<file path="src/shared/pit_pkg.sv">
package pit_pkg;

  // register bus geometry
  localparam int         ADDR_W        = 4;
  localparam int         DATA_W        = 8;

  // register offsets
  localparam logic [3:0] ADR_RUN       = 4'h0;
  localparam logic [3:0] ADR_MODE      = 4'h1;
  localparam logic [3:0] ADR_CLK       = 4'h2;
  localparam logic [3:0] ADR_TFFC      = 4'h3;
  // compare values live at 4..7, counters read back at 8..b (low two bits pick the timer)
  localparam logic [1:0] PAGE_CMP      = 2'h1;
  localparam logic [1:0] PAGE_CNT      = 2'h2;

  // field positions
  localparam int         RUN_PRESC_BIT = 5;
  localparam int         MODE_PWM_LSB  = 0;
  localparam int         MODE_PA_LSB   = 2;
  localparam int         MODE_PB_BIT   = 6;
  localparam int         TFFC_SRC_BIT  = 0;
  localparam int         TFFC_EN_BIT   = 1;
  localparam int         TFFC_CMD_LSB  = 2;

  // reset values
  localparam logic [7:0] RUN_RST       = 8'h00;
  localparam logic [7:0] MODE_RST      = 8'h00;
  localparam logic [7:0] CLK_RST       = 8'h00;
  localparam logic [7:0] CMP_RST       = 8'h00;
  localparam logic [7:0] CNT_RST       = 8'h00;
  localparam logic [7:0] PRE_RST       = 8'h00;
  localparam logic [7:0] RD_RST        = 8'h00;
  localparam logic       TOG_RST       = 1'b0;
  localparam logic       TEN_RST       = 1'b0;
  localparam logic       TSRC_RST      = 1'b0;
  localparam logic       ARM_RST       = 1'b1;

  // pair mode select codes
  localparam logic [1:0] PM_8BIT       = 2'b00;
  localparam logic [1:0] PM_16BIT      = 2'b01;
  localparam logic [1:0] PM_PPG        = 2'b10;
  localparam logic [1:0] PM_PWM        = 2'b11;

  // toggle command codes
  localparam logic [1:0] CMD_CLR       = 2'b00;
  localparam logic [1:0] CMD_SET       = 2'b01;
  localparam logic [1:0] CMD_INV       = 2'b10;
  localparam logic [1:0] CMD_KEEP      = 2'b11;

  // clock source codes
  localparam logic [1:0] CK_CASC       = 2'b00;
  localparam logic [1:0] CK_T1         = 2'b01;
  localparam logic [1:0] CK_T16        = 2'b10;
  localparam logic [1:0] CK_T256       = 2'b11;

  // pwm period codes and overflow limits
  localparam logic [1:0] PW_N6         = 2'b01;
  localparam logic [1:0] PW_N7         = 2'b10;
  localparam logic [7:0] PWM_LIM6      = 8'h3f;
  localparam logic [7:0] PWM_LIM7      = 8'h7f;
  localparam logic [7:0] PWM_LIM8      = 8'hff;

  // prescaler tap points, in system clocks: every 1, 16 and 256 cycles
  localparam logic [3:0] PRE_T16_END   = 4'hf;
  localparam logic [7:0] PRE_T256_END  = 8'hff;

endpackage

</file>
<file path="src/logic/pit_counter.sv">
`timescale 1ns/1ps
module pit_counter
  import pit_pkg::*;
(
  input  wire logic       clk_i,
  input  wire logic       rst_i,
  input  wire logic       run_i,
  input  wire logic       inc_i,
  input  wire logic       clr_i,
  input  wire logic [7:0] cmp_i,
  input  wire logic       cmp_en_i,
  output logic      [7:0] count_o,
  output logic            match_o,
  output logic            ovf_o
);

  logic [7:0] count_reg;
  logic [7:0] count_next;
  logic [7:0] count_inc;

  ////////////////////////////////////////////////////////////////////////
  // compare looks at the value the counter is about to take, so a compare
  // of 00 fires exactly on the wrap from ff
  assign count_inc = count_reg + 8'h01;
  assign match_o   = run_i & inc_i & cmp_en_i & (count_inc == cmp_i);
  assign ovf_o     = run_i & inc_i & (count_reg == 8'hff);

  // stop clears; the pair logic decides when a match clears
  assign count_next = !run_i ? CNT_RST :
                      clr_i  ? CNT_RST :
                      inc_i  ? count_inc : count_reg;

  ////////////////////////////////////////////////////////////////////////
  // up-counter storage
  always_ff @(posedge clk_i or posedge rst_i)
  begin
    if (rst_i)
      count_reg <= CNT_RST;
    else
      count_reg <= count_next;
  end

  assign count_o = count_reg;

endmodule

</file>
<file path="src/logic/pit_timer_pair.sv">
// Decided for this implementation: the register addresses and the strobed register port.
`timescale 1ns/1ps
// Summary of operation
// - command 1,0 inverts the output toggle at once, timers running or not
// - command 0,0 clears the toggle, 0,1 sets it, whatever the timers do
// - pair mode 0,1 cascades low and high timers into one 16-bit timer
// - in 16-bit mode high counts low overflows; low keeps its own tap
// - second pair cascades the same way but has no toggle output
// - in 16-bit mode, writing low compare halts comparison until high compare is written
// - 16-bit low match raises low interrupt but does not clear the counter
// - 16-bit full match clears both counters, raises high irq, may invert
// - in 16-bit mode the timers move the toggle only on the full 16-bit match
// - cascaded 8-bit mode clears low counter on each of its matches
// - pulse mode inverts toggle when high counter hits either compare
// - initial toggle state sets pulse polarity
// - pwm uses only the high timer; low timer stays independent
// - pwm inverts on high match and on 2^n-1 overflow, which clears
// - pwm raises the high interrupt on the high compare match
// - match-driven inversion happens only while toggle enable is 1
module pit_timer_pair
  import pit_pkg::*;
(
  input  wire logic              clk_i,
  input  wire logic              rst_i,
  input  wire logic [ADDR_W-1:0] addr_i,
  input  wire logic [DATA_W-1:0] wdata_i,
  input  wire logic              we_i,
  input  wire logic              re_i,
  output logic      [DATA_W-1:0] rdata_o,
  output logic                   toggle_output_pin_o,
  output logic                   low_match_irq_o,
  output logic                   high_match_irq_o,
  output logic                   pair_b_low_irq_o,
  output logic                   pair_b_high_irq_o
);

  // software registers
  logic [7:0]  run_reg;
  logic [7:0]  mode_reg;
  logic [7:0]  clk_reg;
  logic [7:0]  cmp_reg [0:3];
  logic        tog_en_reg;
  logic        tog_src_reg;
  logic [7:0]  rdata_reg;
  // block state
  logic [7:0]  pre_reg;
  logic [7:0]  pre_next;
  logic        output_toggle_ff_reg;
  logic        output_toggle_ff_next;
  logic [1:0]  armed_reg;
  logic [1:0]  armed_next;
  logic [3:0]  irq_reg;
  logic [3:0]  irq_next;

  // per timer and per pair nets
  logic [7:0]  cnt_w [0:3];
  logic [3:0]  inc_w;
  logic [3:0]  clr_w;
  logic [3:0]  match_w;
  logic [3:0]  ovf_w;
  logic [3:0]  cmp_en_w;
  logic [3:0]  wr_cmp;
  logic [1:0]  is16_w;
  logic [1:0]  isppg_w;
  logic [1:0]  ispwm_w;
  logic [1:0]  m16_w;
  logic [1:0]  ppg_lo_w;
  logic [1:0]  pwm_end_w;
  logic [1:0]  inv_w;
  logic [1:0]  irq_lo_w;
  logic [1:0]  irq_hi_w;
  logic [2:0]  taps;
  logic        wr_tffc;
  logic        sw_cmd;
  logic [1:0]  cmd;
  logic [7:0]  tffc_rd;
  logic [7:0]  rd_word;

  // address compare shared by the run, mode, clock and toggle-control write and read decodes
  function automatic logic addr_is(input logic [3:0] a, input logic [3:0] off);
    addr_is = (a == off);
  endfunction

  // prescaler tap chosen by a two-bit clock source code; 00 means no tap
  function automatic logic tap_sel(input logic [1:0] code, input logic [2:0] t);
    tap_sel = (code == CK_T1)  ? t[0] :
              (code == CK_T16) ? t[1] :
              (code == CK_T256) ? t[2] : 1'b0;
  endfunction

  ////////////////////////////////////////////////////////////////////////
  // prescaler: one-cycle enables every 1, 16 and 256 clocks; stopping it clears it
  assign pre_next = run_reg[RUN_PRESC_BIT] ? pre_reg + 8'h01 : PRE_RST;
  assign taps[0]  = run_reg[RUN_PRESC_BIT];
  assign taps[1]  = run_reg[RUN_PRESC_BIT] & (pre_reg[3:0] == PRE_T16_END);
  assign taps[2]  = run_reg[RUN_PRESC_BIT] & (pre_reg == PRE_T256_END);

  always_ff @(posedge clk_i or posedge rst_i)
  begin
    if (rst_i)
      pre_reg <= PRE_RST;
    else
      pre_reg <= pre_next;
  end

  ////////////////////////////////////////////////////////////////////////
  // write decode
  assign wr_tffc = we_i & addr_is(addr_i, ADR_TFFC);
  assign cmd     = wdata_i[TFFC_CMD_LSB +: 2];
  assign sw_cmd  = wr_tffc & (cmd != CMD_KEEP);   // 1,1 leaves the toggle alone

  genvar i;
  generate
    for (i = 0; i < 4; i++)
    begin : g_wcmp
      assign wr_cmp[i] = we_i & (addr_i[3:2] == PAGE_CMP) & (addr_i[1:0] == 2'(i));
    end
  endgenerate

  // control registers
  always_ff @(posedge clk_i or posedge rst_i)
  begin
    if (rst_i)
    begin
      run_reg     <= RUN_RST;
      mode_reg    <= MODE_RST;
      clk_reg     <= CLK_RST;
      tog_en_reg  <= TEN_RST;
      tog_src_reg <= TSRC_RST;
    end
    else
    begin
      if (we_i && addr_is(addr_i, ADR_RUN))
        run_reg <= wdata_i;
      if (we_i && addr_is(addr_i, ADR_MODE))
        mode_reg <= wdata_i;
      if (we_i && addr_is(addr_i, ADR_CLK))
        clk_reg <= wdata_i;
      if (wr_tffc)
      begin
        tog_en_reg  <= wdata_i[TFFC_EN_BIT];
        tog_src_reg <= wdata_i[TFFC_SRC_BIT];
      end
    end
  end

  // compare registers are write-only storage
  always_ff @(posedge clk_i or posedge rst_i)
  begin
    if (rst_i)
    begin
      for (int k = 0; k < 4; k++)
        cmp_reg[k] <= CMP_RST;
    end
    else
    begin
      for (int k = 0; k < 4; k++)
        if (wr_cmp[k])
          cmp_reg[k] <= wdata_i;
    end
  end

  ////////////////////////////////////////////////////////////////////////
  // the four up-counters
  generate
    for (i = 0; i < 4; i++)
    begin : g_unit
      pit_counter u_cnt (
        .clk_i    (clk_i),
        .rst_i    (rst_i),
        .run_i    (run_reg[i]),
        .inc_i    (inc_w[i]),
        .clr_i    (clr_w[i]),
        .cmp_i    (cmp_reg[i]),
        .cmp_en_i (cmp_en_w[i]),
        .count_o  (cnt_w[i]),
        .match_o  (match_w[i]),
        .ovf_o    (ovf_w[i])
      );
    end
  endgenerate

  ////////////////////////////////////////////////////////////////////////
  // pair sequencing; pair b only knows 8-bit and 16-bit, so its mode
  // is one bit and the pulse and pwm terms stay quiet there
  genvar p;
  generate
    for (p = 0; p < 2; p++)
    begin : g_pair
      localparam int LO = 2 * p;
      localparam int HI = 2 * p + 1;
      logic [1:0] pm;
      logic [1:0] ck_lo;
      logic [1:0] ck_hi;
      logic [7:0] hi_inc;
      logic [7:0] hi_next;
      logic [7:0] pwm_lim;

      assign pm = (p == 0) ? mode_reg[MODE_PA_LSB +: 2] :
                             {1'b0, mode_reg[MODE_PB_BIT]};
      assign ck_lo = clk_reg[2 * LO +: 2];
      assign ck_hi = clk_reg[2 * HI +: 2];
      assign is16_w[p]  = (pm == PM_16BIT);
      assign isppg_w[p] = (pm == PM_PPG);
      assign ispwm_w[p] = (pm == PM_PWM);

      // low timer always uses its own tap; high is cascaded in 16-bit mode
      assign inc_w[LO] = tap_sel(ck_lo, taps);
      assign inc_w[HI] = is16_w[p] ? ovf_w[LO] :
                         ((pm == PM_8BIT) && (ck_hi == CK_CASC)) ? match_w[LO] :
                         tap_sel(ck_hi, taps);

      // in 16-bit mode, comparators stay off between the low and the high compare write
      assign armed_next[p] = wr_cmp[LO] ? 1'b0 :
                             wr_cmp[HI] ? 1'b1 : armed_reg[p];
      assign cmp_en_w[LO] = !is16_w[p] | armed_reg[p];
      assign cmp_en_w[HI] = !is16_w[p] | armed_reg[p];

      // full 16-bit match: low hits while high is, or is becoming, its compare
      assign hi_inc  = cnt_w[HI] + 8'h01;
      assign hi_next = ovf_w[LO] ? hi_inc : cnt_w[HI];
      assign m16_w[p] = is16_w[p] & match_w[LO] & (hi_next == cmp_reg[HI]);

      // pulse mode: high counter against the low compare as a second edge
      assign ppg_lo_w[p] = isppg_w[p] & run_reg[HI] & inc_w[HI] &
                           (hi_inc == cmp_reg[LO]);

      // pwm period end: the tick that would reach 2^n-1 wraps to zero, so a period is 2^n-1 ticks
      assign pwm_lim = (mode_reg[MODE_PWM_LSB +: 2] == PW_N6) ? PWM_LIM6 :
                       (mode_reg[MODE_PWM_LSB +: 2] == PW_N7) ? PWM_LIM7 : PWM_LIM8;
      assign pwm_end_w[p] = ispwm_w[p] & run_reg[HI] & inc_w[HI] &
                            (hi_inc == pwm_lim);

      // clears: 16-bit only on the full match, pwm high timer only at period end
      assign clr_w[LO] = is16_w[p] ? m16_w[p] : match_w[LO];
      assign clr_w[HI] = is16_w[p]  ? m16_w[p] :
                         ispwm_w[p] ? pwm_end_w[p] : match_w[HI];

      // interrupt events
      assign irq_lo_w[p] = isppg_w[p] ? ppg_lo_w[p] : match_w[LO];
      assign irq_hi_w[p] = is16_w[p] ? m16_w[p] : match_w[HI];

      // inversion events; the source select bit matters only in 8-bit mode
      assign inv_w[p] = is16_w[p]  ? m16_w[p] :
                        isppg_w[p] ? (ppg_lo_w[p] | match_w[HI]) :
                        ispwm_w[p] ? (match_w[HI] | pwm_end_w[p]) :
                        (tog_src_reg ? match_w[HI] : match_w[LO]);
    end
  endgenerate

  always_ff @(posedge clk_i or posedge rst_i)
  begin
    if (rst_i)
      armed_reg <= {ARM_RST, ARM_RST};
    else
      armed_reg <= armed_next;
  end

  ////////////////////////////////////////////////////////////////////////
  // output toggle: a software command in the same cycle as a match wins,
  // so the programmed start level is what the pulse train starts from
  assign output_toggle_ff_next =
    sw_cmd ? ((cmd == CMD_CLR) ? 1'b0 :
              (cmd == CMD_SET) ? 1'b1 : ~output_toggle_ff_reg) :
    (inv_w[0] & tog_en_reg) ? ~output_toggle_ff_reg :
    output_toggle_ff_reg;

  always_ff @(posedge clk_i or posedge rst_i)
  begin
    if (rst_i)
      output_toggle_ff_reg <= TOG_RST;
    else
      output_toggle_ff_reg <= output_toggle_ff_next;
  end

  ////////////////////////////////////////////////////////////////////////
  // interrupt lines are one-cycle pulses one clock after the event
  assign irq_next = {irq_hi_w[1], irq_lo_w[1], irq_hi_w[0], irq_lo_w[0]};

  always_ff @(posedge clk_i or posedge rst_i)
  begin
    if (rst_i)
      irq_reg <= 4'h0;
    else
      irq_reg <= irq_next;
  end

  ////////////////////////////////////////////////////////////////////////
  // read path; compare values and the toggle have no read path at all
  assign tffc_rd = {6'h00, tog_en_reg, tog_src_reg};
  assign rd_word = addr_is(addr_i, ADR_RUN)  ? run_reg  :
                   addr_is(addr_i, ADR_MODE) ? mode_reg :
                   addr_is(addr_i, ADR_CLK)  ? clk_reg  :
                   addr_is(addr_i, ADR_TFFC) ? tffc_rd  :
                   (addr_i[3:2] == PAGE_CNT) ? cnt_w[addr_i[1:0]] :
                   RD_RST;

  always_ff @(posedge clk_i or posedge rst_i)
  begin
    if (rst_i)
      rdata_reg <= RD_RST;
    else
      rdata_reg <= re_i ? rd_word : RD_RST;
  end

  assign rdata_o             = rdata_reg;
  assign toggle_output_pin_o = output_toggle_ff_reg;
  assign low_match_irq_o     = irq_reg[0];
  assign high_match_irq_o    = irq_reg[1];
  assign pair_b_low_irq_o    = irq_reg[2];
  assign pair_b_high_irq_o   = irq_reg[3];
endmodule

</file>
<file path="config.mk">
export PLATFORM = sky130hd
export DESIGN_NAME = pit_timer_pair
export DESIGN_NICKNAME = d
export VERILOG_FILES = /design/src/shared/pit_pkg.sv /design/src/logic/pit_counter.sv /design/src/logic/pit_timer_pair.sv
export SDC_FILE = /design/constraint.sdc
export NUM_CORES = 1
export LEC_CHECK = 0
export ABC_AREA = 1
export ABC_CLOCK_PERIOD_IN_PS = 8200
export BUFFER_PORTS_ARGS = -buffer_cell sky130_fd_sc_hd__buf_2
export CELL_PAD_IN_SITES_DETAIL_PLACEMENT = 1
export CELL_PAD_IN_SITES_GLOBAL_PLACEMENT = 1
export CORE_MARGIN = 2
export CORE_UTILIZATION = 50
export CTS_CLUSTER_SIZE = 12
export DETAILED_ROUTE_END_ITERATION = 10
export PLACE_DENSITY = 0.82
export RECOVER_POWER = 100
export SETUP_SLACK_MARGIN = 0.05
export SLEW_MARGIN = 20
export SYNTH_ARGS = -nofsm -noshare
export SYNTH_HDL_FRONTEND = slang
export SYNTH_HIERARCHICAL = 1
export SYNTH_SLANG_ARGS = --single-unit
</file>
<file path="constraint.sdc">
create_clock -name clk_i -period 8.2 [get_ports clk_i]
set_input_delay 1.23 -clock clk_i [delete_from_list [all_inputs] [get_ports clk_i]]
set_output_delay 1.23 -clock clk_i [all_outputs]
set_load 0.01 [all_outputs]
</file>
==> metrics.csv <==
metric;value;unit
status;finished with violations;
failing checks;max-capacitance violations, max-slew violations;
Via density;5.82;
Worst-Skew Late Latency;430;ps
Critical Path AT;4840;ps
Post-Layout Cell Count;1202;
Core Area;13900;um2
cell family with most CP delay;buffers and inverters;
share of post-route cells with drive strength above 1;9.00;%
worst path bufs/invs;3;
first-pass iteration count of the detailed router;5;
worst-case reg-to-reg path depth;18;
RR Startpoint;pre_reg[0];
CP max FO;81;
Initial Util;51.2;%
mapped cell area;7100;um2
Post-Syn Instances;978;
number of DRC markers in iteration 0;421;
Crit-path slowest cell;clkbuf_1;
nets@finish;1034;
CTS tree;yes;
first-pass GRT wire length;39000;um
pwr dens;224;nW/um2
initial antenna violation count;0;
Post-DP HPWL;17800;um
die width;123;um
final instance area;7940;um2
# Post-CTS Setup Buffers;0;
H-tree depth;4;
crit-path cells;clkbuf_1, clkinvlp_2, clkbuf_1;
Crit path top cell by count;clkbuf_1;
critical path type;input pin to async pin;
Syn Nets;1003;
vias in the first global route;7462;
f_max;186;MHz
CTS Sinks;113;
DR WL/cell;20.2;um
FF-to-FF End;g_unit[0].u_cnt/count_o[3];
clock skew;7.94;ps
DRT Wirelength;24300;um
Hold Crit Depth;1;
warnings from Yosys;6;
cts hold-fix bufs;0;
ANT nets after route;0;
Hold WS;494;ps
Worst Setup Start Kind;input pin;
Max Cap Violations;1;
via count;6995;
Worst Min Path Start;pre_reg[0];
worst vdd ir;162;uV
Root Driver;clkbuf_16;
height of the chip;123;um
Pleak;0.00375;uW
RSZ-0062 raised after global routing;no;
placed cells;1170;
total DRC errors in the routed layout;0;
CP endpoint kind;async pin;
Rel. slew slack;-205;%
final period demand of the worst path;5390;ps
Clock Pin Slew Worst Setup and Hold Paths;50;ps
min-delay worst type;flip-flop to flip-flop;
all-layer global routing usage;34.1;%
I/O Pins;29;
Clock Tree Buf Depth;2;
worst hold endpoint;pre_reg[0];
CTS resizes;0;
largest net degree at the start of global routing;82;
syn_area_per_cell;7.26;um2
final worst-path cycle share;65.7;%
TritonCTS buffer count;17;
placed cell area;7390;um2
PortBufs;28;
Area growth syn-to-layout;11.8;%
Final setup viols;0;
data required time at the worst endpoint;7650;ps
Worst R2R Setup Slack;3490;ps
max incr delay on CP;3210;ps
die area;15200;um2
Pins Over Slew Limit;82;
cell row count;43;
Remaining Overflow, GRT;0;
Total Power;1780;uW
gpl congestion;0.954;
Hold Vio Cnt, Final;0;
# diodes;0;
Worst-Margin Slew;4580;ps
Fin Setup TNS;0;ps
-- per-stage QoR --
step / utilization [%] / setup slack, ps
after floorplan: - / 4630
after global placement: 53.3 / 4040
after detailed placement: 53.3 / 3710
after CTS: 57.6 / 3670
after global routing: 57.2 / 1940
final: 57.2 / 2810
-- cells in the final DEF, fill, tap and decap left out, types with 17 or more instances in the layout --
master and count:
nand2_1 239, inv_1 148, dfrtp_1 111, o21ai_0 97, nand3_1 93, nor2_1 60
a21oi_1 31, clkbuf_1 20, xor2_1 18, o22ai_1 17, nand2_2 17, clkbuf_16 17
-- per-layer routing --
layer  track usage, %  wire, um  part of all wire [%]  up-vias
li1                 -         -                     -     3267
met1             41.9     10300                    43     3480
met2             58.2     12000                    49      194
met3             5.72      1090                   4.5       54
met4             15.7       883                   3.6        0
met5                0         0                     0        -
-- final cells by class --
class,count,area (um2)
clock buffer,19,443
clock inverter,13,159
fill,1818,5940
inverter,158,594
multi-input combinational,690,3560
sequential,113,2830
tap,180,225
timing repair buffer,29,121
-- where the power goes --
group	total [uW]	switching, uW	internal [uW]
registers	717	87.4	630
clock network	766	281	485
logic	293	190	103
total	1780	558	1220
-- worst register-to-register path, cell delays in order (launching register included) --
cell and delay [ps]:
dfrtp_1 380, ha_1 200, nand2_1 60, inv_1 80, nand2_1 110, nor2_1 290, a32o_1 290, nand2_1 120
nor3_1 770, inv_1 400, o21ai_0 350, xor2_1 170, inv_1 60, nand3_1 70, nor3_1 50, nand3_1 170
nand2_1 130, or3b_2 600, o21ai_0 310
-- how the worst max path moves through the flow --
stage                     from                          to  slack, ps  depth (start not counted)
finish                   rst_i                  cmp_reg[1]       2810                          3
global route             rst_i                  cmp_reg[1]       1940                          3
CTS                 pre_reg[0]  g_unit[1].u_cnt/count_o[2]       3670                         32
detailed placement  pre_reg[0]  g_unit[1].u_cnt/count_o[4]       3710                         32
global placement    pre_reg[0]  g_unit[1].u_cnt/count_o[4]       4040                         32
floorplan           pre_reg[0]  g_unit[1].u_cnt/count_o[7]       4630                         32
Power figures use the tool's default switching activity.
